===== config.mk =====
export PLATFORM = sky130hd
export DESIGN_NAME = cbr_regs
export DESIGN_NICKNAME = d
export VERILOG_FILES = /design/src/hw/cbr_pkg.sv /design/src/hw/cbr_capture_reg.sv /design/src/hw/cbr_prime_rom.sv /design/src/hw/cbr_regs.sv
export SDC_FILE = /design/constraint.sdc
export NUM_CORES = 1
export LEC_CHECK = 0
export BUFFER_PORTS_ARGS = -buffer_cell sky130_fd_sc_hd__buf_2
export CAP_MARGIN = 15
export CORE_ASPECT_RATIO = 2
export CORE_MARGIN = 1.5
export CORE_UTILIZATION = 54
export DETAILED_ROUTE_END_ITERATION = 12
export HOLD_SLACK_MARGIN = 0.15
export MAX_ROUTING_LAYER = met4
export PLACE_DENSITY_LB_ADDON = 0.12
export REMOVE_ABC_BUFFERS = 1
export SYNTH_ARGS = -nofsm -noshare
export SYNTH_HDL_FRONTEND = slang
export SYNTH_SLANG_ARGS = --single-unit
export TNS_END_PERCENT = 1

===== constraint.sdc =====
create_clock -name clk -period 6.8 [get_ports clk]
set_input_delay 0.68 -clock clk [delete_from_list [all_inputs] [get_ports clk]]
set_output_delay 0.68 -clock clk [all_outputs]
set_load 0.01 [all_outputs]

===== src/hw/cbr_pkg.sv =====
package cbr_pkg;

    // Bus widths of the debug register segment port
    localparam int ADDR_W = 16;
    localparam int DATA_W = 32;
    localparam int IDX_W = 3;
    localparam int ROM_IDX_W = 4;
    localparam int ROM_DEPTH = 16;

    // Segment offsets
    localparam logic [15:0] OFS_IBCC = 16'h1120;
    localparam logic [15:0] OFS_IBPC = 16'h1128;
    localparam logic [15:0] OFS_DBCC = 16'h2128;
    localparam logic [15:0] OFS_DBPC = 16'h2130;
    localparam logic [15:0] OFS_CAPTURE = 16'h2ff0;
    localparam logic [15:0] OFS_CBCTL = 16'h8000;
    localparam logic [15:0] OFS_PRIME_I = 16'h8300;
    localparam logic [15:0] OFS_PRIME_D = 16'h84e0;
    localparam logic [15:0] OFS_SWCTL = 16'h8900;
    localparam logic [15:0] OFS_SWCNT = 16'h8908;

    // Strides of the per-breakpoint register groups
    localparam logic [15:0] STRIDE_BRK = 16'h0100;
    localparam logic [15:0] STRIDE_PRIME = 16'h0020;

    // Complex break control register layout
    localparam int CTL_MODE_BIT = 8;
    localparam int CTL_FEAT_W = 5;
    localparam logic CTL_MODE_RST = 1'b1;
    // Stopwatch, priming, data qualify, tuple, pass counter flags
    localparam logic [CTL_FEAT_W-1:0] CTL_FEATURES = 5'h1f;

    // Stopwatch control preset: pair0 stop channel 4, all else zero
    localparam logic [31:0] SWCTL_PRESET = 32'h0000_0080;

    // Priming condition presets, slots 0-7 instruction, 8-15 data
    localparam logic [31:0] PRIME_8I4D [0:ROM_DEPTH-1] = '{
        32'h1211_2000, 32'h1210_2000, 32'h1413_2100, 32'h1412_2100,
        32'h1615_2200, 32'h1614_2200, 32'h1017_2300, 32'h1016_2300,
        32'h2111_1000, 32'h2213_1200, 32'h2315_1400, 32'h2017_1600,
        32'h0000_0000, 32'h0000_0000, 32'h0000_0000, 32'h0000_0000
    };
    localparam logic [31:0] PRIME_6I2D [0:ROM_DEPTH-1] = '{
        32'h1211_2000, 32'h1210_2000, 32'h1110_2000, 32'h1514_2100,
        32'h1513_2100, 32'h1413_2100, 32'h0000_0000, 32'h0000_0000,
        32'h1211_1000, 32'h1514_1300, 32'h0000_0000, 32'h0000_0000,
        32'h0000_0000, 32'h0000_0000, 32'h0000_0000, 32'h0000_0000
    };

    // Register access request
    typedef struct packed {
        logic valid;
        logic write;
        logic [ADDR_W-1:0] addr;
        logic [DATA_W-1:0] wdata;
    } cbr_req_t;

    // Selects for the per-breakpoint registers served outside
    typedef struct packed {
        logic instCtl;
        logic instPass;
        logic dataCtl;
        logic dataPass;
        logic [IDX_W-1:0] index;
    } cbr_ext_t;

    // Source of a pending read
    typedef enum logic [2:0] {
        SRC_NONE,
        SRC_CAPTURE,
        SRC_CTL,
        SRC_PRIME,
        SRC_SWCTL
    } cbr_src_t;

endpackage


===== src/hw/cbr_capture_reg.sv =====
`timescale 1ns/10ps
`default_nettype none
module cbr_capture_reg #(
    parameter int WIDTH = 32
) (
    input wire logic clk,
    input wire logic rst,
    input wire logic load,
    input wire logic [WIDTH-1:0] d,
    output logic [WIDTH-1:0] q
);

    // No reset on purpose: content is undefined until the first capture
    always_ff @(posedge clk)
    begin
        if (load)
        begin
            q <= d;
        end
    end
endmodule
`default_nettype wire


===== src/hw/cbr_prime_rom.sv =====
`timescale 1ns/10ps
`default_nettype none
module cbr_prime_rom #(
    parameter bit WIDE_CFG = 1'b1
) (
    input wire logic clk,
    input wire logic rst,
    input wire logic rdEn,
    input wire logic [cbr_pkg::ROM_IDX_W-1:0] index,
    output logic [cbr_pkg::DATA_W-1:0] rdata
);
    import cbr_pkg::*;

    // Table choice follows the breakpoint configuration
    wire logic [DATA_W-1:0] entry;
    assign entry = WIDE_CFG ? PRIME_8I4D[index] : PRIME_6I2D[index];

    // Registered read port; contents never change
    always_ff @(posedge clk)
    begin
        if (rst)
        begin
            rdata <= '0;
        end
        else if (rdEn)
        begin
            rdata <= entry;
        end
    end
endmodule
`default_nettype wire


===== src/hw/cbr_regs.sv =====
`timescale 1ns/10ps
`default_nettype none
// Behaviour
// - A load taking a precise data value break has its data captured.
// - The capture register is one 32-bit read-only field, undefined at reset.
// - Per-breakpoint registers decode at a 0x100 stride, priming at 0x20.
// - Control bit 8 is the writable stopwatch mode, reset to one.
// - Mode zero lets the stopwatch run free, one lets triggers run it.
// - Control bits 4 and 3 read one: stopwatch and priming present.
// - Control bits 2, 1, 0 read one: qualify, tuple, pass counters.
// - All complex features come together and the control exists only then.
// - Priming registers are read-only fixed presets of trigger wiring.
// - Four priming conditions per breakpoint, only register A exists.
// - Priming registers hold four bytes, condition 3 top to 0 bottom.
// - Each byte has two zero bits, a trigger type and a break number.
// - Condition 0 always means bypass and reads as zero.
// - The stopwatch control register is read-only.
module cbr_regs #(
    parameter int NUM_IBRK = 8,
    parameter int NUM_DBRK = 4,
    parameter bit COMPLEX_BRK = 1'b1
) (
    input wire logic clk,
    input wire logic rst,
    input wire cbr_pkg::cbr_req_t req,
    input wire logic loadBrkTaken,
    input wire logic [cbr_pkg::DATA_W-1:0] loadData,
    output cbr_pkg::cbr_ext_t extSel,
    output logic [cbr_pkg::DATA_W-1:0] rdata,
    output logic rdValid,
    output logic stopwatchMode
);
    import cbr_pkg::*;

    // Offset lies on a slot boundary inside the implemented range
    function automatic logic slotHit(
        input logic [15:0] off,
        input logic [15:0] stride,
        input int n
    );
        slotHit = (off % stride == 16'h0000) && (off / stride < 16'(n));
    endfunction

    // Slot number of an offset
    function automatic logic [IDX_W-1:0] slotIdx(
        input logic [15:0] off,
        input logic [15:0] stride
    );
        logic [15:0] q;
        q = off / stride;
        slotIdx = q[IDX_W-1:0];
    endfunction

    wire logic isRead;
    wire logic isWrite;
    wire logic [15:0] ibccOff;
    wire logic [15:0] ibpcOff;
    wire logic [15:0] dbccOff;
    wire logic [15:0] dbpcOff;
    wire logic [15:0] primeIOff;
    wire logic [15:0] primeDOff;
    wire logic hitIbcc;
    wire logic hitIbpc;
    wire logic hitDbcc;
    wire logic hitDbpc;
    wire logic [IDX_W-1:0] extIdx;
    wire logic hitPrimeI;
    wire logic hitPrimeD;
    wire logic hitCapture;
    wire logic hitCtl;
    wire logic hitSwCtl;
    wire cbr_src_t reqSrc;
    wire logic romRd;
    wire logic [ROM_IDX_W-1:0] romIndex;
    wire logic [DATA_W-1:0] romData;
    wire logic capLoad;
    wire logic [DATA_W-1:0] capValue;
    wire logic [DATA_W-1:0] ctlValue;
    wire logic ctlWrite;
    wire logic [DATA_W-1:0] next_rdata;
    logic rdPend;
    cbr_src_t rdSrc;

    // Request qualifiers
    assign isRead = req.valid && !req.write;
    assign isWrite = req.valid && req.write;

    // Distances from each register group base; wrap makes low addresses miss
    assign ibccOff = req.addr - OFS_IBCC;
    assign ibpcOff = req.addr - OFS_IBPC;
    assign dbccOff = req.addr - OFS_DBCC;
    assign dbpcOff = req.addr - OFS_DBPC;
    assign primeIOff = req.addr - OFS_PRIME_I;
    assign primeDOff = req.addr - OFS_PRIME_D;

    // Per-breakpoint control and pass counters are served by the match logic
    assign hitIbcc = COMPLEX_BRK && req.valid &&
        slotHit(ibccOff, STRIDE_BRK, NUM_IBRK);
    assign hitIbpc = COMPLEX_BRK && req.valid &&
        slotHit(ibpcOff, STRIDE_BRK, NUM_IBRK);
    assign hitDbcc = COMPLEX_BRK && req.valid &&
        slotHit(dbccOff, STRIDE_BRK, NUM_DBRK);
    assign hitDbpc = COMPLEX_BRK && req.valid &&
        slotHit(dbpcOff, STRIDE_BRK, NUM_DBRK);
    assign extIdx = hitIbcc ? slotIdx(ibccOff, STRIDE_BRK) :
        hitIbpc ? slotIdx(ibpcOff, STRIDE_BRK) :
        hitDbcc ? slotIdx(dbccOff, STRIDE_BRK) :
        hitDbpc ? slotIdx(dbpcOff, STRIDE_BRK) : '0;
    assign extSel = {hitIbcc, hitIbpc, hitDbcc, hitDbpc, extIdx};

    // Local registers; complex registers vanish without complex break
    assign hitPrimeI = COMPLEX_BRK &&
        slotHit(primeIOff, STRIDE_PRIME, NUM_IBRK);
    assign hitPrimeD = COMPLEX_BRK &&
        slotHit(primeDOff, STRIDE_PRIME, NUM_DBRK);
    assign hitCapture = (NUM_DBRK > 0) && (req.addr == OFS_CAPTURE);
    assign hitCtl = COMPLEX_BRK && (req.addr == OFS_CBCTL);
    assign hitSwCtl = COMPLEX_BRK && (req.addr == OFS_SWCTL);

    // Read source; anything else answers zero
    assign reqSrc = hitCapture ? SRC_CAPTURE :
        hitCtl ? SRC_CTL :
        (hitPrimeI || hitPrimeD) ? SRC_PRIME :
        hitSwCtl ? SRC_SWCTL : SRC_NONE;

    // Priming preset lookup, data breakpoints in the upper half
    assign romRd = isRead && (hitPrimeI || hitPrimeD);
    assign romIndex = hitPrimeD ?
        {1'b1, slotIdx(primeDOff, STRIDE_PRIME)} :
        {1'b0, slotIdx(primeIOff, STRIDE_PRIME)};

    cbr_prime_rom #(
        .WIDE_CFG(NUM_IBRK > 6)
    ) u_prime (
        .clk(clk),
        .rst(rst),
        .rdEn(romRd),
        .index(romIndex),
        .rdata(romData)
    );

    // Only a precise load break updates the capture; bus writes cannot
    assign capLoad = loadBrkTaken && (NUM_DBRK > 0);

    cbr_capture_reg #(
        .WIDTH(DATA_W)
    ) u_capture (
        .clk(clk),
        .rst(rst),
        .load(capLoad),
        .d(loadData),
        .q(capValue)
    );

    // Control readback: mode, reserved zeros, fixed feature flags
    assign ctlValue = DATA_W'({stopwatchMode, 3'h0, CTL_FEATURES});
    assign ctlWrite = isWrite && hitCtl;

    // Stopwatch mode; every other bit of every register ignores writes
    always_ff @(posedge clk)
    begin
        if (rst)
        begin
            stopwatchMode <= CTL_MODE_RST;
        end
        else if (ctlWrite)
        begin
            stopwatchMode <= req.wdata[CTL_MODE_BIT];
        end
    end

    // First read stage waits for the preset lookup register
    always_ff @(posedge clk)
    begin
        if (rst)
        begin
            rdPend <= 1'b0;
            rdSrc <= SRC_NONE;
        end
        else
        begin
            rdPend <= isRead;
            rdSrc <= reqSrc;
        end
    end

    // Read data mux; idle cycles show zero so stale data never lingers
    assign next_rdata = !rdPend ? '0 :
        (rdSrc == SRC_CAPTURE) ? capValue :
        (rdSrc == SRC_CTL) ? ctlValue :
        (rdSrc == SRC_PRIME) ? romData :
        (rdSrc == SRC_SWCTL) ? SWCTL_PRESET : '0;

    // Second stage drives the answer from flops
    always_ff @(posedge clk)
    begin
        if (rst)
        begin
            rdata <= '0;
            rdValid <= 1'b0;
        end
        else
        begin
            rdata <= next_rdata;
            rdValid <= rdPend;
        end
    end
endmodule
`default_nettype wire


-- Word level (Yosys, flattened, before mapping)
Memories as Yosys holds them, arrays and structs flattened. A register that Yosys moved wholly into a read port is not among the register bits.
Cells that the tools add are included.
- memory bits (read-only): 512
- flip-flop bits (word level): 70
- memories: 1
- memory list (memory ; words ; bits a word ; read ports ; clocked after memory_dff ; wr ports ; line ; source):
    (no name shown) ; 16 ; 32 ; 1 ; 1 ; 0 ; cbr_prime_rom.sv:16 ; assign entry = WIDE_CFG ? PRIME_8I4D[index] : PRIME_6I2D[index];
- reduce and logical (&&, ||, !) cells: 25
- equal/unequal tests: 7
- magnitude comparators: 6
- add/sub/neg operators: 6
- bitwise logic cells: 2
- multiplexer cells: 13
- operators with widths (kind ; number):
    logical NOT 16 bit ; 6
    two-way mux 32 bit ; 3
    equality test 16 bit, second input constant ; 2
    subtractor 16 x 13 -> 16 bit, second input constant ; 2
    subtractor 16 x 14 -> 16 bit, second input constant ; 2
    subtractor 16 bit, second input constant ; 2
    equality test 16 x 14 -> 1 bit, second input constant ; 1
    < comparator 8 x 3 -> 1 bit, second input constant ; 2
    < comparator 8 x 4 -> 1 bit, second input constant ; 2
    two-way mux 3 bit ; 5
    logical AND 1 bit ; 14
    < comparator 11 x 3 -> 1 bit, second input constant ; 1
    < comparator 11 x 4 -> 1 bit, second input constant ; 1
    two-way mux 8 bit ; 1
    equality test 3 x 2 -> 1 bit, second input constant ; 2
    inverter 4 -> 5 bit ; 1
    two-way mux 2 bit ; 2
    two-way mux 4 bit ; 1
    OR reduction 2 bit ; 2
    OR reduction 4 bit ; 1
    equality test 3 x 1 -> 1 bit, second input constant ; 1
    equality test 3 bit, second input constant ; 1
    logical NOT 1 bit ; 1
    logical OR 1 bit ; 1
    other kinds (2) ; 2

-- Logic depth before layout (Yosys ltp)
Gate-level depths: netlist (run 1).
- depth in word-level cells: 8
- mapped depth: 12
- gate-level depth less buffers: 11

-- By module
Synthesis (run 1) repeated with hierarchy kept, for this count alone.
- cell total of the unflattened synthesis: 430
- area total of the unflattened synthesis: 4165.2 um2
- by module, submodules not included (module ; instances ; area each (um2) ; cells each):
    cbr_regs ; 1 ; 2522.4 ; 321
    cbr_capture_reg ; 1 ; 960.9 ; 32
    cbr_prime_rom ; 1 ; 681.9 ; 77

-- Worst setup path before layout (run 1)
Ideal clock, no wire load.
- kind: input-to-output
- from: input req[43] in the netlist's numbering
- to: output extSel[1] in the netlist's numbering
- stages on the path: 10
- data required time: 6.120 ns
- slack: 3.307 ns
- data arrival time: 2.813 ns
- path through: buf_6 > or4_4 > buf_6 > nor2_2 > a21oi_1 > a2111o_1 > a2111oi_2 > o21ai_2 > o221ai_1 > a22o_1
- RTL lines (element ; line ; source):
    from (decl) ; cbr_regs.sv:25 ; input wire cbr_pkg::cbr_req_t req,
    to (decl) ; cbr_regs.sv:28 ; output cbr_pkg::cbr_ext_t extSel,

==> summary.md, run 1 <==
| Metric | Value |
|---|---|
| Status | complete, no violations |
| Overflow after GRT | 0 |
| Crit path kind | primary input to output pin |
| Multi-input gate area | 1470 µm² |
| Postcts setup bufs | 0 |
| Core area | between 6000 and 7000 µm² |
| Crit Path Max Fanout | 15 |
| RD Place Congestion | roughly 0.9 |
| Post-synth EDFFs | 32 |
| Cts hold-fix bufs | 0 |
| Max Cap Violations | 0 |
| CTS resizes | 0 |
| Clk_lat worst skew | 0.33 ns |
| Post-DR wirelength/cell | roughly 16 µm |
| CTS H-tree lvls | 3 |
| Clock Skews | about 0.0026 ns |
| CTS tree | yes |
| Longest Clk Path Bufs | 2 |
| DRC violation total after the first TritonRoute iteration | about 110 |
| Critical Path RT | 6.12 ns |
| Seq/Total Area, Yosys | about 54% |
| Post-Syn Instances | 350 |
| Top-Level Pins | approximately 130 |
| Final hold vios | 0 |
| Clock Sink Count | around 80 |
| Post-route cell area | between 4000 and 5000 µm² |
| Worst setup SP type | primary input |
| Finish-stage setup viols | 0 |
| Post-Synthesis Cell Area | between 3000 and 4000 µm² |
| Hold slack final | approximately 0.44 ns |
| Syn Area/Cell | roughly 10 µm² |
| Area growth syn-to-layout | 20.6% |
| Fmax | about 240 MHz |
| Initial Util | 55.4% |
| Row count | 42 |
| Nets | 523 |
| Max-slew violations | 0 |
| Area after DPL | 4080 µm² |
| Die Height | between 100 and 150 µm |
| Crit path time final | 4.11 ns |
| Worst Tran Pin Value | 0.991 ns |
| Number of global-route vias before repair | roughly 2800 |
| Layout cells sized above 1 | between 20 and 30% |
| FF+latch area | between 1500 and 2000 µm² |
| RSZ-0062 raised after global routing | no |
| Power density cells | 236 nW/µm² |
| Setup TNS | 0 ns |
| Largest net degree at the start of global routing | 33 |
| Final WL | approximately 8400 µm |
| Post-DRT Antenna Nets | 0 |
| Antenna cells | 0 |
| Root buffer cell | clkbuf_16 |
| DRT Pass-1 Iters | 4 |
| Die Wd | between 60 and 70 µm |
| Number of synthesized register bits | between 80 and 90 |
| Critical Path End Type | output pin |
| CP arrival | between 3 and 4 ns |
| DRC viols | 0 |
| Detailed placement HPWL | between 5000 and 6000 µm |
| Via count | around 2900 |
| Vias per cell | about 5.6 |
| Yosys warns | 0 |
| Initial antenna violation count | 0 |
| Synth Flop Type | dfxtp_1 |
| Total track usage | roughly 25% |
| Total power | roughly 1 mW |
| Max transition margin | 33.5% |
| Fin crit share | around 60% |
| Leak Pwr | 1.86 nW |
| Total CTS buffers | 9 |
| Post-synthesis async set-or-reset flop share | 0% |
| CTS clk-pin slew, worst paths | roughly 0.060 ns |
| Peak VDD IR | 0.223 mV |
| Synth unique cells | 58 |
| Die area | a little over 7000 µm² |
| PortBufs | 94 |
| First-pass GRT wire length | 13300 µm |
| Hold Path Class | register to register |
| Fillers | ~560 |
==> report_power, final <==
group / switching (mW) / internal (mW) / total, mW
Clock: 0.174 / 0.241 / 0.415
Combinational: 0.0504 / 0.0279 / 0.0783
Sequential: 0.00399 / 0.528 / 0.532
Total: 0.228 / 0.797 / 1.03
==> cell type report <==
| class | count | share of cell area, % |
|---|---|---|
| clock inverters | 7 | 0.834 |
| clock buffers | 9 | 5.18 |
| well taps | 88 | 2.53 |
| repair buffers | 96 | 11.1 |
| multi-input cells | 227 | 33.8 |
| flip-flops and latches | 82 | 45.1 |
| inverters | 17 | 1.47 |
==> Yosys cell counts (all sizes together) (3+ instances only) <==
master	instances	area [µm²]
nand2b	5	31.3
o21ai	17	92.6
nor3	9	45.0
nor2b	4	25.0
a21o	5	37.5
and2	16	100
or3	4	25.0
a21oi	22	114
nand2	23	86.3
buf	11	73.8
o21a	3	22.5
or4	6	48.8
nand3	5	25.0
nor2	25	96.4
a2111oi	3	33.8
a31oi	5	31.3
dfxtp	50	1000
nand4	5	31.3
a211o	4	35.0
inv	17	63.8
xor2	4	35.0
edfxtp	32	961
a22o	15	131
clkbuf	13	48.8
o211ai	5	37.5
xnor2	6	52.6
ha	5	62.6
nor4	6	52.6
==> final timing paths <==
path,from,to,slack (ns),cells past startpoint
worst max-delay path,req[38],extSel[1],2.69,12
worst min-delay path,u_capture.q[31],rdata[31],0.44,1
worst max register to register,rdPend,rdata[24],5.47,6
worst min register to register,u_capture.q[31],rdata[31],0.44,1
==> per-layer routing <==
metal	track usage [%]	part of all wire, %	up-vias
li1	-	-	1441
met5	-	0	-
met1	32.0	42	1391
met4	9.24	1.3	0
met3	4.70	5.9	10
met2	39.2	51	95
==> cells by family (layout without fill, tap and decap cells) <==
| kind of cell | after synthesis | in the layout | synth area share [%] |
|---|---|---|---|
| and+or+nand+nor | 117 | 117 | 17.6 |
| AOI/OAI and AO/OA | 92 | 92 | 17.8 |
| DFF | 82 | 82 | 54.4 |
| buffers and inverters | 41 | 129 | 5.17 |
| xor gates and xnor gates | 10 | 10 | 2.43 |
| adders and majority gates | 5 | 5 | 1.73 |
| muxes | 3 | 3 | 0.902 |
==> flip-flops by register name, indices dropped and copies added (netlist names) <==
name,flops
stopwatchMode,1
rdata,32
rdValid,1
rdSrc,3
rdPend,1
u_capture.q,32
u_prime.rdata,12
==> worst max-delay path, cell delays in order <==
cell and delay (ns):
buf_2 0.19, inv_1 0.17, ha_1 0.23, nor2b_1 0.33, nand2_1 0.15, a2111oi_0 0.38, a41oi_1 0.15, a2111oi_2 0.49
o21ai_2 0.16, o221ai_1 0.21, a22o_1 0.16, buf_2 0.12
==> stage by stage <==
stage                     utilization, %  setup WS (ns)  cells
after floorplan                        -           2.92    326
after global placement              62.7           2.80    509
after detailed placement            62.7           2.71    509
after CTS                           66.7           2.71    525
after global routing                66.7           2.44    526
final                               66.7           2.69    526
==> placed cells by master (no fill, tap or decap), types with 6 or more instances in the layout <==
cell       count
nand2_1       23
inv_1         15
edfxtp_1      32
nor3_1         9
a21oi_1       21
xnor2_1        6
o21ai_0        8
clkbuf_16      9
o21ai_1        7
dfxtp_1       50
and2_1        16
buf_2         95
a22o_1        15
nor2_1        24
Power figures use the tool's default switching activity.
==> run 2, diff against run 1 <==
--- a/config.mk
+++ b/config.mk
@@ -5,11 +5,12 @@
 export SDC_FILE = /design/constraint.sdc
 export NUM_CORES = 1
 export LEC_CHECK = 0
+export ABC_AREA = 1
 export BUFFER_PORTS_ARGS = -buffer_cell sky130_fd_sc_hd__buf_2
 export CAP_MARGIN = 15
 export CORE_ASPECT_RATIO = 2
 export CORE_MARGIN = 1.5
-export CORE_UTILIZATION = 54
+export CORE_UTILIZATION = 51
 export DETAILED_ROUTE_END_ITERATION = 12
 export HOLD_SLACK_MARGIN = 0.15
 export MAX_ROUTING_LAYER = met4
==> constraint.sdc (replaced) <==
create_clock -name clk -period 4.25 [get_ports clk]
set_input_delay 0.425 -clock clk [delete_from_list [all_inputs] [get_ports clk]]
set_output_delay 0.425 -clock clk [all_outputs]
set_load 0.01 [all_outputs]
==> run 2 against run 1 <==
Worst hold slack worse by 0.18 ns. Synthesized area grew 11%. Wire length up 42%. Critical path depth is 4 higher. Final cell count grew 32%. Largest cell class unchanged. Clock skew up 0.0038 ns. Sequential power grew 60%. Synthesized cell count is 45% higher.
==> summary.md, run 2 <==
| Metric | Value |
|---|---|
| Crit-path cells | buf_2 -> inv_2 -> ha_1 -> nand2_1 -> nand2_1 -> nand2_1 -> nand3_1 -> nor2_1 -> nand2_1 -> nor2_1 -> nand2_1 -> nand2_2 -> nand2_1 -> nand2_1 -> nand2_1 -> buf_2 |
| Top flop regs | rdata x32, u_capture.q x32, u_prime.rdata x12 |
| Final hold vios | 0 (unchanged) |
| CTS H-tree lvls | 3 (unchanged) |
| Largest net degree at the start of global routing | 33 (unchanged) |
| Overflow after GRT | 0 (unchanged) |
| Max transition margin | 31.4% (-2.1 points) |
| CTS resizes | 0 (unchanged) |
| Commonest non-fill, non-tap cell in the layout | nand2_1 |
| Hold slack final | 0.260 ns (-0.178 ns) |
| Finished Layout Cells | 695 (+32%) |
| Most common cell in the netlist | nand2_1 |
| First-pass GRT wire length | 18100 µm (+37%) |
| Synth top area cells | dfxtp_1 (25%), edfxtp_1 (24%), nand2_1 (12%), nand3_1 (7.0%), nor2_1 (5.7%) |
| Syn Area/Cell | 7.86 µm² (-24%) |
| Fillers | 670 (+20%) |
| Crit path time final | between 2 and 3 ns |
| Layout cells sized above 1 | 23.8% (-4.1 points) |
| Postcts setup bufs | 0 (unchanged) |
| Total track usage | 30.5% (+5.3 points) |
| Crit path kind | primary input to output pin |
| DRC violation total after the first TritonRoute iteration | 222 (+95%) |
| Routing usage on met1 | 25.8% (-6.3 points) |
| Top-Level Pins | 126 (unchanged) |
| R2R Setup Slk | 2.57 ns (-2.90 ns) |
| RSZ-0062 raised after global routing | no |
| Core area | 7600 µm² (+17%) |
| Area growth syn-to-layout | 20.8% |
| Root buffer cell | clkbuf_16 |
| Max incr delay on CP | 0.34 ns (-0.15 ns) |
| Yosys warns | 0 (unchanged) |
| Cts hold-fix bufs | 0 (unchanged) |
| Most frequent cells after synthesis | nand2_1 (130), nor2_1 (61), nand3_1 (56), dfxtp_1 (50), inv_1 (48) |
| Busiest grt layer | met2 |
| Clk_lat worst skew | 0.34 ns (about the same) |
| Synth unique cells | 33 (-43%) |
| Hold path cells | 1 (unchanged) |
| Critical Path RT | 3.83 ns (-2.29 ns) |
| Total power | 1.90 mW (+85%) |
| CP arrival | 2.48 ns (-0.95 ns) |
| Max Cap Violations | 0 (unchanged) |
| Worst hold start | loadData[3] |
| Nets | 686 (+31%) |
| Reg-to-reg startpoint | rdSrc[1] |
| Antenna cells | 0 (unchanged) |
| Hold Path Class | primary input to register |
| Total CTS buffers | 9 (unchanged) |
| Crit Path Max Fanout | 8 (-7) |
| Peak VDD IR | 0.223 mV (about the same) |
| Grt met2 use | 54.8% (+16 points) |
| Status | complete, no violations |
| CTS clk-pin slew, worst paths | 0.06 ns (about the same) |
| R2R cell count | 4 (-2) |
| Post-synthesis async set-or-reset flop share | 0% (unchanged) |
| Psw | 0.420 mW (+84%) |
| Post-DRT Antenna Nets | 0 (unchanged) |
| Post-synth top area cell | dfxtp_1 |
| Fin crit share | around two thirds |
| Detailed placement HPWL | 9120 µm (+55%) |
| PortBufs | 94 (unchanged) |
| DRT Pass-1 Iters | 4 (unchanged) |
| Final WL | 11900 µm (+42%) |
| Clock Skews | 0.00646 ns (+0.00383 ns) |
| Gate power share | 8.6% (+1.0 points) |
| Initial Util | 52.7% (-2.7 points) |
| Post-layout worst setup margin | 1.34 ns (-1.35 ns) |
| Number of synthesized register bits | 82 (unchanged) |
| Fmax | between 300 and 400 MHz |
| Post-Syn Instances | 509 (+45%) |
| Critical-path cell with the highest stage delay | nor2_1 |
| Met3 global-route usage | 5.00% (+0.30 points) |
| Finish-stage setup viols | 0 (unchanged) |
| Number of global-route vias before repair | 3648 (+30%) |
| Post-DR wirelength/cell | 17.2 µm (+7.5%) |
| Post-route cell area | 4830 µm² (+11%) |
| Critical Path End Type | output pin |
| Post-Synthesis Cell Area | 4000 µm² (+11%) |
| Synth Flop Type | dfxtp_1 |
| Die Wd | 65.6 µm (+8.0%) |
| Clock Sink Count | 82 (unchanged) |
| Setup TNS | 0 ns (unchanged) |
| Area after DPL | 4480 µm² (+9.8%) |
| Internal | 1.48 mW (+85%) |
| Seq/Total Area, Yosys | 49.0% (-5.4 points) |
| Via count | 3714 (+26%) |
| Sw frac | 22.2% (-0.080 points) |
| Die area | 8420 µm² (+17%) |
| Power density cells | 392 nW/µm² (+66%) |
| Flop pwr share | 45.0% (-6.9 points) |
| Pre-CTS WS | 1.39 ns (-1.32 ns) |
| RD Place Congestion | 1.02 (+15%) |
| Most frequent cells in the layout | nand2_1 (130), buf_2 (94), nor2_1 (61) |
| Initial antenna violation count | 1 (+1) |
| WHS Endpoint | u_capture.q[3] |
| Max-slew violations | 0 (unchanged) |
| Fin util | 63.6% (-3.2 points) |
| Vias per cell | 5.34 (-4.3%) |
| Die Height | 128 µm (+8.2%) |
| CTS tree | yes |
| Area fraction of the dominant cell type after synthesis | 25.0% (-2.7 points) |
| Post-synth EDFFs | 32 (unchanged) |
| DRC viols | 0 (unchanged) |
| Row count | 45 (+7.1%) |
| DP Cell Count | 679 (+33%) |
| Reg-to-Reg End | rdata[8] |
| Worst setup SP type | primary input |
| Clock share of power | 46.4% (+5.9 points) |
| CP dominant cell by count | nand2_1 |
| Longest Clk Path Bufs | 2 (unchanged) |
| Worst Tran Pin Value | 1.02 ns (+0.0297 ns) |
| Leak Pwr | 2.35 nW (+26%) |
-- run 2: power groups by stage --
stage / clock (mW) / combinational, mW / sequential (mW)
after global routing: 0.925 / 0.178 / 0.854
after global placement: 0 / 0.158 / 0.868
after detailed placement: 0 / 0.159 / 0.869
final: 0.880 / 0.163 / 0.852
after floorplan: 0 / 0.0797 / 0.866
after CTS: 0.883 / 0.161 / 0.852
-- run 2: metal layers --
metal	routed length (µm)	share of wire, %
met3	508	4.3
met1	3780	32
met4	1080	9.1
met2	6560	55
met5	0	0
-- run 2: cells by family (layout without fill, tap and decap cells) --
logic type	count (synthesis)	in the layout	share of synthesized area, %
and+or+nand+nor	290	290	32.4
adders and majority gates	5	5	1.56
buffers and inverters	78	170	8.56
AOI/OAI and AO/OA	45	45	6.50
DFF	82	82	49.0
xor gates and xnor gates	9	9	1.97
-- run 2: critical path: cells and delay by family --
kind                     cells  cell delay, ns
AND/OR/NAND/NOR             12            1.38
buffers and inverters        3            0.43
adder cells (fa/ha/maj)      1            0.25
-- run 2: final cells by class --
type	instances	area [µm²]	share of cell area, %
multi-input cells	349	1700	35.2
well taps	94	118	2.43
inverters	59	224	4.63
flip-flops and latches	82	1960	40.6
repair buffers	95	478	9.89
clock inverters	3	67.6	1.40
clock buffers	13	282	5.82
-- run 2: worst max-delay path by stage --
stage	to	slack, ns	startpoint
2_1_floorplan	rdata[11]	2.11	rdSrc[0]
3_3_place_gp	extSel[0]	1.39	req[38]
3_5_place_dp	extSel[0]	1.39	req[38]
4_1_cts	extSel[0]	1.38	req[38]
5_1_grt	extSel[1]	1.19	req[38]
6_report	extSel[0]	1.34	req[38]
